--- src/core/ldoc_params.svh ---
/*
  Constants for the four-channel linear regulator control block.
  Assumes inclusion by bare name from the package and the design file.
*/
`ifndef LDOC_PARAMS_SVH
`define LDOC_PARAMS_SVH

// Channel count and code width
`define LDOC_NUM_CH 4
`define LDOC_CODE_W 4
// Index of the channel that may be pin controlled
`define LDOC_HW_CH 2
// Reset value of enable bits
`define LDOC_EN_RST 1'h0
// Reset value of voltage codes before the default load
`define LDOC_CODE_RST 4'h0
// Output millivolt width
`define LDOC_MV_W 13
// Pin filter depth
`define LDOC_SYNC_W 3

`endif

--- src/core/ldoc_pkg.sv ---
/*
  Types for the linear regulator control block.
  Assumes ldoc_params.svh is on the include path.
*/
`include "ldoc_params.svh"

package ldoc_pkg;

  // Operating mode of one channel
  typedef enum logic [2:0] {
    LDOC_OFF_PD = 3'h1,
    LDOC_REG = 3'h2,
    LDOC_SWITCH = 3'h4
  } ldoc_mode_t;

  // Per-channel control output
  typedef struct packed {
    logic on;
    logic pull_down;
    logic load_switch;
    logic [`LDOC_CODE_W-1:0] code;
  } ldoc_ch_out_t;

  // Per-channel software write request
  typedef struct packed {
    logic wr_run_enable;
    logic wr_standby_enable;
    logic wr_run_code;
    logic wr_standby_code;
    logic enable;
    logic [`LDOC_CODE_W-1:0] code;
  } ldoc_ch_wr_t;

endpackage

--- src/core/ldoc_top.sv ---
/*
  Control logic for four linear regulator channels: enable bits, voltage
  codes, load-switch option, pin control of channel 2.
  Assumes one 20 MHz clock, an asynchronous active-high reset standing in
  for power up, a sequencer that pulses set requests, and static OTP inputs.
*/
`timescale 1ns/1ps
`include "ldoc_params.svh"

module ldoc_top (
  // Clock and reset
  input wire logic clk_i,
  input wire logic rst_i,
  // System mode, high for standby
  input wire logic standby_mode_i,
  // Sequencer set pulses, one per channel
  input wire logic [`LDOC_NUM_CH-1:0] seq_set_i,
  // OTP settings
  input wire logic [`LDOC_NUM_CH-1:0] otp_load_switch_option_i,
  input wire logic [`LDOC_NUM_CH*`LDOC_CODE_W-1:0] otp_default_voltage_code_i,
  // Pins select hardware control of channel 2
  input wire logic hw_ctrl_i,
  input wire logic voltage_select_pin_i,
  input wire logic channel2_enable_pin_i,
  // Codes chosen by the voltage select pin
  input wire logic [`LDOC_CODE_W-1:0] vsel_low_code_i,
  input wire logic [`LDOC_CODE_W-1:0] vsel_high_code_i,
  // Software writes
  input wire ldoc_pkg::ldoc_ch_wr_t [`LDOC_NUM_CH-1:0] wr_i,
  // Stored state readback
  output logic [`LDOC_NUM_CH-1:0] channel_run_enable_o,
  output logic [`LDOC_NUM_CH-1:0] channel_standby_enable_o,
  output logic [`LDOC_NUM_CH*`LDOC_CODE_W-1:0] run_voltage_code_o,
  output logic [`LDOC_NUM_CH*`LDOC_CODE_W-1:0] standby_voltage_code_o,
  // Regulator controls
  output ldoc_pkg::ldoc_ch_out_t [`LDOC_NUM_CH-1:0] ch_o,
  output logic [`LDOC_NUM_CH*`LDOC_MV_W-1:0] ch_mv_o
);

  // Pin filter shift registers
  logic [`LDOC_SYNC_W-1:0] sync_vsel;
  logic [`LDOC_SYNC_W-1:0] sync_en2;
  logic [`LDOC_SYNC_W-1:0] sync_hw;
  // Filtered pin levels
  logic vsel_f;
  logic en2_f;
  logic hw_f;
  // First clock after reset loads OTP codes
  logic load_pending;

  // Voltage table in millivolts
  function automatic logic [`LDOC_MV_W-1:0] code_to_mv(input logic [`LDOC_CODE_W-1:0] c);
    case (c)
      4'h0: code_to_mv = 13'd1500;
      4'h1: code_to_mv = 13'd1600;
      4'h2: code_to_mv = 13'd1800;
      4'h3: code_to_mv = 13'd1850;
      4'h4: code_to_mv = 13'd2150;
      4'h5: code_to_mv = 13'd2500;
      4'h6: code_to_mv = 13'd2800;
      4'h7: code_to_mv = 13'd3000;
      4'h8: code_to_mv = 13'd3100;
      4'h9: code_to_mv = 13'd3150;
      4'hA: code_to_mv = 13'd3200;
      4'hB: code_to_mv = 13'd3300;
      4'hC: code_to_mv = 13'd3350;
      4'hD: code_to_mv = 13'd4000;
      4'hE: code_to_mv = 13'd4900;
      default: code_to_mv = 13'd5000;
    endcase
  endfunction

  // Three-stage pin synchronisers
  always_ff @(posedge clk_i or posedge rst_i) begin
    if (rst_i) begin
      sync_vsel <= 3'h0;
      sync_en2 <= 3'h0;
      sync_hw <= 3'h0;
    end else begin
      sync_vsel <= {sync_vsel[1:0], voltage_select_pin_i};
      sync_en2 <= {sync_en2[1:0], channel2_enable_pin_i};
      sync_hw <= {sync_hw[1:0], hw_ctrl_i};
    end
  end

  // Accept a pin change once stages two and three agree
  always_ff @(posedge clk_i or posedge rst_i) begin
    if (rst_i) begin
      vsel_f <= 1'h0;
      en2_f <= 1'h0;
      hw_f <= 1'h0;
    end else begin
      if (sync_vsel[1] == sync_vsel[2]) begin
        vsel_f <= sync_vsel[2];
      end
      if (sync_en2[1] == sync_en2[2]) begin
        en2_f <= sync_en2[2];
      end
      if (sync_hw[1] == sync_hw[2]) begin
        hw_f <= sync_hw[2];
      end
    end
  end

  // Power-up code load flag
  always_ff @(posedge clk_i or posedge rst_i) begin
    if (rst_i) begin
      load_pending <= 1'h1;
    end else begin
      load_pending <= 1'h0;
    end
  end

  // Per-channel state and output decode
  genvar g;
  generate
    for (g = 0; g < `LDOC_NUM_CH; g = g + 1) begin : gen_ch
      // Applied enable and code for the current mode
      logic eff_en;
      logic [`LDOC_CODE_W-1:0] eff_code;
      logic is_hw;
      ldoc_pkg::ldoc_mode_t mode;

      // Enable bits: reset zero, sequencer set wins over software write
      always_ff @(posedge clk_i or posedge rst_i) begin
        if (rst_i) begin
          channel_run_enable_o[g] <= `LDOC_EN_RST;
          channel_standby_enable_o[g] <= `LDOC_EN_RST;
        end else begin
          if (seq_set_i[g]) begin
            channel_run_enable_o[g] <= 1'h1;
          end else if (wr_i[g].wr_run_enable) begin
            channel_run_enable_o[g] <= wr_i[g].enable;
          end
          if (seq_set_i[g]) begin
            channel_standby_enable_o[g] <= 1'h1;
          end else if (wr_i[g].wr_standby_enable) begin
            channel_standby_enable_o[g] <= wr_i[g].enable;
          end
        end
      end

      // Voltage codes: OTP default after power up, then software
      always_ff @(posedge clk_i or posedge rst_i) begin
        if (rst_i) begin
          run_voltage_code_o[g*4 +: 4] <= `LDOC_CODE_RST;
          standby_voltage_code_o[g*4 +: 4] <= `LDOC_CODE_RST;
        end else if (load_pending) begin
          run_voltage_code_o[g*4 +: 4] <= otp_default_voltage_code_i[g*4 +: 4];
          standby_voltage_code_o[g*4 +: 4] <= otp_default_voltage_code_i[g*4 +: 4];
        end else begin
          if (wr_i[g].wr_run_code) begin
            run_voltage_code_o[g*4 +: 4] <= wr_i[g].code;
          end
          if (wr_i[g].wr_standby_code) begin
            standby_voltage_code_o[g*4 +: 4] <= wr_i[g].code;
          end
        end
      end

      // Select the pair for the mode, or pins for channel 2
      always_comb begin
        is_hw = (g == `LDOC_HW_CH) && hw_f;
        if (is_hw) begin
          eff_en = en2_f;
          eff_code = vsel_f ? vsel_high_code_i : vsel_low_code_i;
        end else if (standby_mode_i) begin
          eff_en = channel_standby_enable_o[g];
          eff_code = standby_voltage_code_o[g*4 +: 4];
        end else begin
          eff_en = channel_run_enable_o[g];
          eff_code = run_voltage_code_o[g*4 +: 4];
        end
      end

      // Operating mode decode
      always_comb begin
        if (!eff_en) begin
          mode = ldoc_pkg::LDOC_OFF_PD;
        end else if (otp_load_switch_option_i[g]) begin
          mode = ldoc_pkg::LDOC_SWITCH;
        end else begin
          mode = ldoc_pkg::LDOC_REG;
        end
      end

      // Registered regulator controls
      always_ff @(posedge clk_i or posedge rst_i) begin
        if (rst_i) begin
          ch_o[g] <= '{on: 1'h0, pull_down: 1'h1, load_switch: 1'h0, code: 4'h0};
          ch_mv_o[g*13 +: 13] <= 13'h0;
        end else begin
          case (mode)
            ldoc_pkg::LDOC_REG: begin
              ch_o[g] <= '{on: 1'h1, pull_down: 1'h0, load_switch: 1'h0, code: eff_code};
              ch_mv_o[g*13 +: 13] <= code_to_mv(eff_code);
            end
            ldoc_pkg::LDOC_SWITCH: begin
              ch_o[g] <= '{on: 1'h1, pull_down: 1'h0, load_switch: 1'h1, code: eff_code};
              ch_mv_o[g*13 +: 13] <= 13'h0;
            end
            default: begin
              ch_o[g] <= '{on: 1'h0, pull_down: 1'h1, load_switch: 1'h0, code: eff_code};
              ch_mv_o[g*13 +: 13] <= 13'h0;
            end
          endcase
        end
      end
    end
  endgenerate

endmodule

--- config.mk ---
export PLATFORM = sky130hd
export DESIGN_NAME = ldoc_top
export DESIGN_NICKNAME = d
export VERILOG_FILES = /design/src/core/ldoc_pkg.sv /design/src/core/ldoc_top.sv
export VERILOG_INCLUDE_DIRS = /design/src /design/src/core
export SDC_FILE = /design/constraint.sdc
export NUM_CORES = 1
export LEC_CHECK = 0
export ABC_AREA = 1
export BUFFER_PORTS_ARGS = -buffer_cell sky130_fd_sc_hd__buf_2
export CAP_MARGIN = 20
export CORE_MARGIN = 2
export CORE_UTILIZATION = 55
export DETAILED_ROUTE_END_ITERATION = 12
export PLACE_DENSITY = 0.95
export SLEW_MARGIN = 20
export SYNTH_ARGS = -nofsm -noshare
export SYNTH_HDL_FRONTEND = slang
export SYNTH_SLANG_ARGS = --single-unit
export TNS_END_PERCENT = 50
--- constraint.sdc ---
create_clock -name clk_i -period 13.95 [get_ports clk_i]
set_input_delay 3.4875 -clock clk_i [delete_from_list [all_inputs] [get_ports clk_i]]
set_output_delay 3.4875 -clock clk_i [all_outputs]
set_load 0.01 [all_outputs]
==> flow_metrics.py, run 1 <==
metrics = {
    "run_status": {
        "status": "completed",
    },
    "routing": {
        "wl_met3_um": 1190,
        "ant_nets": 0,
        "post_drt_wl_per_cell_um": 14.3,
        "viasPerCell": 5.18,
        "drc": 0,
        "wl_met2_um": 7240,
        "vias": 5269,
        "wl_um": 14600,
        "first_iter_violations": 353,
        "highest-signal-layer": "met4",
        "drtPass1Iterations": 5,
        "drt-met1-wl_um": 5750,
    },
    "clock_network": {
        "cts_resized": 0,
        "htree_levels": 4,
        "cts_hold_buf": 0,
        "cts_setup_buffers": 0,
        "clkTransAtPathRegs_ns": 0.06,
        "cts.path.max_buffers": 2,
        "cts.sinks": 129,
        "cts_buffers": 17,
        "cts_tree": "built",
        "cts-root-buf": "clkbuf_8",
        "clk_latency_ns": 0.52,
    },
    "global_routing": {
        "first_global_vias": 4916,
        "grt_max_degree": 67,
        "grtUsageTotal_pct": 25.9,
        "overflow": 0,
        "grt_pass1_wl_um": 23200,
        "antenna_found_initial": 2,
    },
    "pwr": {
        "finalPower_mw": 1.06,
        "leakage_nw": 4.12,
        "ir_worst_vdd_mv": 0.0571,
        "power_density_mw_per_mm2": 141,
    },
    "cells_and_area": {
        "nets": 966,
        "syn_to_final_growth_pct": 26.0,
        "final_layout_size_suffix_gt1_share_pct": 29.2,
        "num-fill-cells": 813,
    },
    "synthesis": {
        "syn_avg_cell_area_um2": 8.83,
        "ys_seq_area_share_pct": 54.1,
        "synth-edff-count": 0,
        "yosysWarnings": 0,
        "syn_area_mm2": 0.00598,
        "ys_ff_latch": 129,
        "syn_inst": 677,
        "ys.flop_type": "dfrtp_1",
        "async_reset_ff_share_pct": 100,
        "netlist_top_cells_count": "nand2_1, dfrtp_1, nor2_1",
        "yosys.area.top_type_share_pct": 51.9,
        "yosysTopAreaCell": "dfrtp_1",
        "yosys.cell_types.count": 34,
        "synth.area.top_cells": "dfrtp_1, nand2_1, ha_1",
        "synth.most_common_cell": "nand2_1",
    },
    "placed_design": {
        "io_buffers": 189,
        "place_congestion": 0.916,
        "dpl.hpwl_um": 10400,
    },
    "timing": {
        "hold_viol": 0,
        "rsz0062_at_grt": "no",
        "fin_tns_setup_ns": 0,
        "relSlewSlack_pct": 41.6,
        "worst_pin_slew_ns": 0.877,
        "min_period_ns": 5.17,
        "maxSlewViolCount": 0,
        "max_clock_freq_ghz": 0.193,
        "fin_worst_skew_ns": 0.00915,
        "finalCritPeriodShare_pct": 37.1,
        "finalSetupViolCount": 0,
    },
    "hold_path": {
        "hold-path-endpoint": "sync_hw[1]$_DFF_PP0_",
        "min_from": "sync_hw[0]$_DFF_PP0_",
        "hp-class": "reg2reg",
        "whs_path_depth": 0,
    },
    "critical_path": {
        "reg2reg_slack_ns": 11.85,
        "end_kind": "flip-flop",
        "arrival_ns": 5.58,
        "path_class": "in2reg",
        "cp-start-kind": "primary input",
        "r2r_cells": 12,
        "crit_required_ns": 14.36,
        "cp_max_fo": 40,
        "r2r_end": "ch_mv_o[31]$_DFF_PP0_",
        "timing.rr.start": "vsel_f$_DFFE_PP0N_",
    },
    "die": {
        "die_h_um": 108,
        "core_area_mm2": 0.0107,
        "start_util_pct": 55.9,
        "std_cell_rows": 38,
        "die-area_mm2": 0.0117,
        "die_w_um": 108,
        "io_pins": 194,
    },
    "job": {
        "cap_viol_max_count": 0,
    },
}
-- layer usage --
metal,track usage (%),vias to the layer above
met1,31.5,2445
li1,-,2537
met3,7.53,37
met5,0,-
met4,11.9,0
met2,42.6,250
-- worst max-delay path: stages --
cell and delay, ns:
buf_2 0.66, inv_2 0.14, nand2_1 0.10, nand2_1 0.05, nand2_1 0.06, nand2_1 0.19, inv_1 0.19, ha_1 0.26
inv_1 0.09, nand3_1 0.10, nand2_1 0.10, nand2_1 0.05, nand2_1 0.06, nor2_1 0.04
-- cells by family after synthesis --
group | Yosys count | share of synthesized area, %
flip-flops | 129 | 54.1
AND/OR/NAND/NOR | 297 | 20.4
buffers and inverters | 100 | 7.18
other | 1 | 0.0628
adder cells (fa/ha/maj) | 31 | 6.37
AO/OA/AOI/OAI | 119 | 11.8
-- sequential cells by signal (all words and copies together) (netlist names) --
signal and flops:
ch_o 28, channel_run_enable_o 4, sync_vsel 3, sync_en2 3, sync_hw 3, ch_mv_o 48, vsel_f 1, run_voltage_code_o 16
standby_voltage_code_o 16, load_pending 1, en2_f 1, channel_standby_enable_o 4, gen_ch.is_hw 1
-- area by class of cell --
type                    instances  area, um^2  area share [%]
flip-flops and latches        129        3230            43.0
repair buffers                190         953            12.7
clock buffers                  25         474            6.30
inverters                      74         280            3.72
clock inverters                 6        82.6            1.10
well taps                     140         175            2.33
multi-input cells             452        2330            30.9
diodes                          1        2.50          0.0332
-- worst max-delay path by stage --
stage	to	depth (start not counted)	from
floorplan	ch_mv_o[10]$_DFF_PP0_	1	rst_i
global placement	ch_mv_o[31]$_DFF_PP0_	14	standby_mode_i
detailed placement	ch_mv_o[31]$_DFF_PP0_	14	standby_mode_i
CTS	ch_mv_o[31]$_DFF_PP0_	14	standby_mode_i
global route	ch_mv_o[31]$_DFF_PP0_	14	standby_mode_i
finish	ch_mv_o[31]$_DFF_PP0_	14	standby_mode_i
-- cells in the final DEF, fill, tap and decap left out, types with 2 or more instances in the layout --
cell	netlist	routed
or2_2	8	8
nor3_1	10	10
nor2_2	4	4
conb_1	1	5
o21ai_1	10	10
nand3_1	33	33
o211ai_1	4	4
clkbuf_1	6	5
ha_1	28	28
dfstp_2	5	5
maj3_1	3	3
clkbuf_16	0	16
clkbuf_8	0	4
inv_1	68	67
bufinv_16	0	2
a211oi_1	2	2
o22ai_1	2	2
a21oi_1	31	31
a31oi_1	25	25
clkinv_2	0	3
dfrtp_1	124	124
nand2_1	161	161
nor2_1	74	74
o21a_1	2	2
o21ai_0	30	30
buf_2	7	189
inv_2	6	6
o21ai_2	10	10
nand2_2	4	4
-- metrics by stage --
| stage | utilization, % | hold slack [ns] | instances | cell area (um^2) | setup WS [ns] |
|---|---|---|---|---|---|
| 2_1_floorplan | - | 0.331 | 681 | 5990 | 7.03 |
| 3_3_place_gp | 65.2 | 0.332 | 985 | 6970 | 8.45 |
| 3_5_place_dp | 65.2 | 0.341 | 985 | 6970 | 8.37 |
| 4_1_cts | 70.4 | 0.351 | 1016 | 7530 | 8.83 |
| 5_1_grt | 70.4 | 0.363 | 1016 | 7530 | 8.63 |
| 6_report | 70.4 | 0.348 | 1017 | 7530 | 8.78 |
-- power breakdown --
part           internal (mW)  switching, mW  leakage [nW]
Sequential             0.414         0.0202          1.57
Clock                  0.266          0.150         0.272
Combinational         0.0745          0.137          2.28
Total                  0.755          0.308          4.12
(Power assumes the default switching activity.)
==> run 2, diff against run 1 <==
--- a/config.mk
+++ b/config.mk
@@ -10,9 +10,9 @@
 export BUFFER_PORTS_ARGS = -buffer_cell sky130_fd_sc_hd__buf_2
 export CAP_MARGIN = 20
 export CORE_MARGIN = 2
-export CORE_UTILIZATION = 55
+export CORE_UTILIZATION = 51
 export DETAILED_ROUTE_END_ITERATION = 12
-export PLACE_DENSITY = 0.95
+export PLACE_DENSITY = 0.91
 export SLEW_MARGIN = 20
 export SYNTH_ARGS = -nofsm -noshare
 export SYNTH_HDL_FRONTEND = slang
==> constraint.sdc (replaced) <==
create_clock -name clk_i -period 5.4 [get_ports clk_i]
set_input_delay 1.35 -clock clk_i [delete_from_list [all_inputs] [get_ports clk_i]]
set_output_delay 1.35 -clock clk_i [all_outputs]
set_load 0.01 [all_outputs]
==> run 2 against run 1 <==
  * Non-clock buffer count increased by 1
  * Highest routed layer is now met5
  * Register-to-register slack worse by 8.5 ns
  * Largest cell class unchanged
  * Critical path type unchanged
  * Clock power rose to 2.9 times the previous value
==> flow_metrics.py, run 2 (same netlist as run 1, synthesis figures left out) <==
metrics = {
    "clock_network": {
        "cts_resized": 0,
        "cts_hold_buf": 0,
        "cts_tree": "built",
        "htree_levels": 4,
        "cts-root-buf": "clkbuf_16",
        "clkTransAtPathRegs_ns": 0.05,
        "cts.sinks": 129,
        "cts_buffers": 17,
        "cts.path.max_buffers": 2,
        "cts_setup_buffers": 0,
        "clk_latency_ns": 0.41,
    },
    "routing": {
        "viasPerCell": 5.15,
        "post_drt_wl_per_cell_um": 14.5,
        "ant_nets": 0,
        "drtPass1Iterations": 5,
        "first_iter_violations": 241,
        "drc": 0,
        "vias": 5250,
        "wl_um": 14800,
    },
    "timing": {
        "finalSetupViolCount": 0,
        "min_period_ns": 3.09,
        "maxSlewViolCount": 0,
        "worst_pin_slew_ns": 0.897,
        "fin_worst_skew_ns": 0.00933,
        "fin_tns_setup_ns": 0,
        "finalCritPeriodShare_pct": 57.1,
        "rsz0062_at_grt": "no",
        "relSlewSlack_pct": 39.8,
        "max_clock_freq_ghz": 0.324,
        "hold_viol": 0,
        "whs_ns": 0.347,
    },
    "die": {
        "std_cell_rows": 39,
        "start_util_pct": 52.3,
        "die-area_mm2": 0.0126,
        "die_h_um": 112,
        "die_w_um": 112,
        "io_pins": 194,
        "core_area_mm2": 0.0114,
    },
    "global_routing": {
        "grt_max_degree": 55,
        "grt_pass1_wl_um": 23900,
        "antenna_found_initial": 1,
        "overflow": 0,
        "grtUsageTotal_pct": 24.3,
        "first_global_vias": 4931,
    },
    "critical_path": {
        "crit_required_ns": 5.70,
        "reg2reg_slack_ns": 3.38,
        "cp-start-kind": "primary input",
        "critical_path.cell_chain": "buf_2, inv_2, nand2_1, nand2_1, nand2_1, nand2_1, inv_1, ha_1, inv_1, nand3_1, nand2_1, nand2_1, nand2_1, nor2_1",
        "arrival_ns": 3.38,
        "r2r_cells": 12,
        "cpPeakStageDelay_ns": 0.68,
        "path_class": "in2reg",
        "crit_path_frequent_cell": "nand2_1",
        "crit_slowest_cell": "buf_2",
        "end_kind": "flip-flop",
        "timing.rr.start": "vsel_f$_DFFE_PP0N_",
        "cp_max_fo": 40,
        "r2r_end": "ch_mv_o[31]$_DFF_PP0_",
    },
    "cells_and_area": {
        "top_register": "ch_mv_o",
        "antennaDiodeCount": 0,
        "final_layout_size_suffix_gt1_share_pct": 29.6,
        "mostFrequentLayoutCells": "buf_2, nand2_1, dfrtp_1, nor2_1, inv_1",
        "syn_to_final_growth_pct": 27.2,
        "nets": 967,
        "reg_top3": "ch_mv_o x48, ch_o x28",
        "final_common_cell": "buf_2",
        "largest_reg_flops": 48,
        "finalNonFillerCells": 1020,
    },
    "placed_design": {
        "dpl.hpwl_um": 10600,
        "io_buffers": 189,
        "post-place-cells": 989,
        "place_congestion": 0.912,
    },
    "pwr": {
        "finalPower_mw": 2.86,
        "ir_worst_vdd_mv": 0.214,
        "power_density_mw_per_mm2": 377,
        "leakage_nw": 4.15,
    },
    "hold_path": {
        "whs_path_depth": 0,
        "hp-class": "reg2reg",
        "hold-path-endpoint": "sync_vsel[1]$_DFF_PP0_",
        "min_from": "sync_vsel[0]$_DFF_PP0_",
    },
    "job": {
        "cap_viol_max_count": 0,
    },
    "run_status": {
        "status": "completed",
    },
}
-- run 2: changes by cell type in the layout (fill, tap and decap cells not counted), sizes merged --
cell / before / now
clkinv: 3 / 4
clkinvlp: 1 / 2
buf: 190 / 191
bufinv: 2 / 4
clkbuf: 25 / 21
diode: 1 / 0
-- run 2: stage by stage --
stage | instance area [um^2] | setup WS (ns) | utilization (%)
after floorplan | 5990 | 0.617 | -
after global placement | 6980 | 2.01 | 61.1
after detailed placement | 6980 | 1.94 | 61.1
after CTS | 7600 | 2.36 | 66.6
after global routing | 7600 | 2.12 | 66.6
final | 7600 | 2.31 | 66.6
-- run 2: final cells by class --
type | count | area (um^2)
fillers | 921 | 3820
flip-flops and latches | 129 | 3230
clock inverters | 10 | 159
repair buffers | 191 | 961
clock buffers | 21 | 460
inverters | 74 | 280
well taps | 143 | 179
multi-input cells | 452 | 2330
-- run 2: worst max-delay path, delay by kind of cell --
kind / cells / cell delay, ns
AND/OR/NAND/NOR: 9 / 0.70
adder cells (fa/ha/maj): 1 / 0.25
buffers and inverters: 4 / 1.08
-- run 2: how the worst max path moves through the flow --
stage	to	startpoint	depth (start not counted)
after floorplan	ch_mv_o[10]$_DFF_PP0_	rst_i	1
after global placement	ch_mv_o[31]$_DFF_PP0_	standby_mode_i	14
after detailed placement	ch_mv_o[31]$_DFF_PP0_	standby_mode_i	14
after CTS	ch_mv_o[31]$_DFF_PP0_	standby_mode_i	14
after global routing	ch_mv_o[31]$_DFF_PP0_	standby_mode_i	14
final	ch_mv_o[31]$_DFF_PP0_	standby_mode_i	14
-- run 2: report_power, final --
group	leakage (nW)	switching (mW)	internal (mW)
Clock	0.299	0.403	0.792
Sequential	1.57	0.0519	1.07
Combinational	2.28	0.354	0.192
-- run 2: layer usage --
metal | global-route usage [%] | vias to the layer above | wire length [um] | part of all wire, %
met5 | 0 | - | 13 | 0.088
met4 | 11.5 | 2 | 442 | 3.0
met3 | 6.05 | 37 | 916 | 6.2
met2 | 40.6 | 228 | 7440 | 50
met1 | 29.7 | 2434 | 5970 | 40
li1 | - | 2549 | - | -
==> run 3, diff against run 2 <==
--- a/config.mk
+++ b/config.mk
@@ -6,13 +6,13 @@
 export SDC_FILE = /design/constraint.sdc
 export NUM_CORES = 1
 export LEC_CHECK = 0
-export ABC_AREA = 1
+export ABC_AREA = 0
 export BUFFER_PORTS_ARGS = -buffer_cell sky130_fd_sc_hd__buf_2
 export CAP_MARGIN = 20
 export CORE_MARGIN = 2
-export CORE_UTILIZATION = 51
+export CORE_UTILIZATION = 46
 export DETAILED_ROUTE_END_ITERATION = 12
-export PLACE_DENSITY = 0.91
+export PLACE_DENSITY = 0.87
 export SLEW_MARGIN = 20
 export SYNTH_ARGS = -nofsm -noshare
 export SYNTH_HDL_FRONTEND = slang
==> constraint.sdc (replaced) <==
create_clock -name clk_i -period 2.73 [get_ports clk_i]
set_input_delay 0.6825 -clock clk_i [delete_from_list [all_inputs] [get_ports clk_i]]
set_output_delay 0.6825 -clock clk_i [all_outputs]
set_load 0.01 [all_outputs]
==> run 3 against run 2 <==
  * Critical endpoint is now ch_mv_o[27]$_DFF_PP0_
  * Routed wire length is 6.6% lower
  * First-iteration DRC count is 39% higher
  * Cell area is 2.6% higher
  * Worst setup slack worse by 1.7 ns
  * Core utilization is 4.8 points lower
  * Critical path depth is 7 lower
  * Register-to-register slack worse by 2.7 ns
==> flow_metrics.py, run 3 <==
metrics = {
    "cells_and_area": {
        "final_core_util_pct": 61.8,
        "top_register": "ch_mv_o",
        "reg_top3": "ch_mv_o x48, ch_o x28",
        "nets": 865,
        "ff_latch_area_mm2": 0.00323,
        "final_layout_size_suffix_gt1_share_pct": 33.5,
        "final_common_cell": "buf_2",
        "antennaDiodeCount": 0,
        "mostFrequentLayoutCells": "buf_2, dfrtp_1, nor2_1, nor2b_1, nand2_1",
        "multiInputGateArea_mm2": 0.00251,
        "largest_reg_flops": 48,
        "syn_to_final_growth_pct": 31.2,
        "num-fill-cells": 1020,
    },
    "synthesis": {
        "synth_mux_area_share_pct": 6.63,
        "synth-edff-count": 0,
        "ys_seq_area_share_pct": 54.4,
        "synth_xor_area_share_pct": 0,
        "async_reset_ff_share_pct": 100,
        "ys.flop_type": "dfrtp_1",
        "ys_ff_latch": 129,
        "netlist_top_cells_count": "dfrtp_1, nor2_1, nor2b_1",
        "synthAdderAreaFrac_pct": 6.40,
        "yosys.area_share.simple_pct": 15.5,
        "syn_inst": 554,
        "syn_area_mm2": 0.00595,
        "yosysTopAreaCell": "dfrtp_1",
        "syn_avg_cell_area_um2": 10.7,
        "yosys.area.top_type_share_pct": 52.2,
        "synth_top_family_by_area": "simple AND/OR/NAND/NOR gates",
        "yosys.cell_types.count": 44,
        "synth.area.top_cells": "dfrtp_1, nor2b_1, ha_1",
        "yosysWarnings": 0,
        "synth.most_common_cell": "dfrtp_1",
        "synth_compound_area_share_pct": 13.4,
    },
    "critical_path": {
        "arrival_ns": 2.36,
        "cpPeakStageDelay_ns": 0.47,
        "path_class": "reg2reg",
        "end_kind": "flip-flop",
        "crit_slowest_cell": "dfrtp_1",
        "critical_path.cell_chain": "mux2_2, mux2i_1, inv_1, ha_1, mux2_2, mux2i_1, nor2_1",
        "cp_max_fo": 5,
        "cp-start-kind": "flip-flop",
        "crit_required_ns": 3.02,
    },
    "routing": {
        "drtPass1Iterations": 7,
        "vias": 4823,
        "ant_nets": 0,
        "wl_um": 13800,
        "drc": 0,
        "first_iter_violations": 336,
        "viasPerCell": 5.09,
        "post_drt_wl_per_cell_um": 14.6,
    },
    "timing": {
        "maxSlewViolCount": 0,
        "relSlewSlack_pct": 49.8,
        "hold_viol": 0,
        "fin_tns_setup_ns": 0,
        "whs_ns": 0.330,
        "max_clock_freq_ghz": 0.483,
        "rsz0062_at_grt": "no",
        "worst_pin_slew_ns": 0.753,
        "finalCritPeriodShare_pct": 75.9,
        "fin_worst_skew_ns": 0.00745,
        "min_period_ns": 2.07,
        "finalSetupViolCount": 0,
    },
    "global_routing": {
        "antenna_found_initial": 0,
        "grt_max_degree": 57,
        "first_global_vias": 4737,
        "grtUsageTotal_pct": 20.8,
        "grt_pass1_wl_um": 23100,
        "overflow": 0,
    },
    "job": {
        "cap_viol_max_count": 0,
    },
    "pwr": {
        "power_density_mw_per_mm2": 730,
        "ir_worst_vdd_mv": 0.425,
        "finalPower_mw": 5.69,
        "leakage_nw": 3.86,
    },
    "clock_network": {
        "cts.path.max_buffers": 2,
        "cts.sinks": 129,
        "cts_buffers": 17,
        "cts_tree": "built",
        "cts-root-buf": "clkbuf_16",
        "cts_resized": 0,
        "htree_levels": 4,
        "clk_latency_ns": 0.41,
        "cts_hold_buf": 0,
        "clkTransAtPathRegs_ns": 0.05,
        "cts_setup_buffers": 0,
    },
    "placed_design": {
        "io_buffers": 189,
        "dpl.hpwl_um": 10100,
        "place_congestion": 0.908,
    },
    "hold_path": {
        "hp-class": "in2async",
    },
    "die": {
        "core_area_mm2": 0.0126,
        "std_cell_rows": 41,
        "die-area_mm2": 0.0139,
        "die_w_um": 118,
        "start_util_pct": 47.1,
        "io_pins": 194,
        "die_h_um": 118,
    },
    "run_status": {
        "status": "completed",
    },
}
[run 3: cells by family after synthesis]
| group | count (synthesis) |
|---|---|
| buf+inv | 46 |
| mux | 36 |
| fa+ha+maj | 31 |
| simple gates | 195 |
| flops | 129 |
| other cells | 1 |
| compound gates | 116 |
[run 3: path summary, 6_finish.rpt]
kind	start	to	slack [ns]	cells past startpoint
setup / recovery	vsel_f$_DFFE_PP0N_	ch_mv_o[27]$_DFF_PP0_	0.66	7
max in group asynchronous	rst_i	ch_o[26]$_DFF_PP1_	1.69	3
min in group clk_i	sync_vsel[0]$_DFF_PP0_	sync_vsel[1]$_DFF_PP0_	0.35	0
hold / removal	rst_i	channel_run_enable_o[2]$_DFFE_PP0P_	0.33	2
setup reg to reg	vsel_f$_DFFE_PP0N_	ch_mv_o[27]$_DFF_PP0_	0.66	7
hold reg to reg	sync_vsel[0]$_DFF_PP0_	sync_vsel[1]$_DFF_PP0_	0.35	0
[run 3: final cells by class]
class                           count  area share [%]
Sequential cell                   129            41.5
Multi-Input combinational cell    383            32.2
Timing Repair Buffer              210            14.5
Clock buffer                       22            5.95
Tap cell                          172            2.76
Clock inverter                     10            2.02
Inverter                           22            1.11
[run 3: power breakdown]
part	internal [mW]	switching (mW)
Clock	1.57	0.792
Sequential	2.11	0.101
Combinational	0.460	0.654
Total	4.14	1.55
[run 3: worst max-delay path: cells and delay by family (launching register included)]
kind,cells,cell delay [ns]
flip-flops,1,0.47
AND/OR/NAND/NOR,1,0.06
multiplexers,4,1.01
buffers and inverters,1,0.14
adder cells (fa/ha/maj),1,0.27
[run 3: per-layer routing]
metal	vias to the layer above	global-route usage, %	wire length [um]
met3	12	5.96	801
met2	176	36.1	7120
met4	0	5.50	138
li1	2328	-	-
met1	2307	25.4	5750
met5	-	0	0
[run 3: per-stage QoR]
step                      std cells  instance area, um^2  setup slack, ns
after global routing            948                 7800            0.511
after global placement          916                 7180            0.328
after floorplan                 558                 5960            0.239
final                           948                 7800            0.658
after detailed placement        916                 7180            0.266
after CTS                       948                 7800            0.636
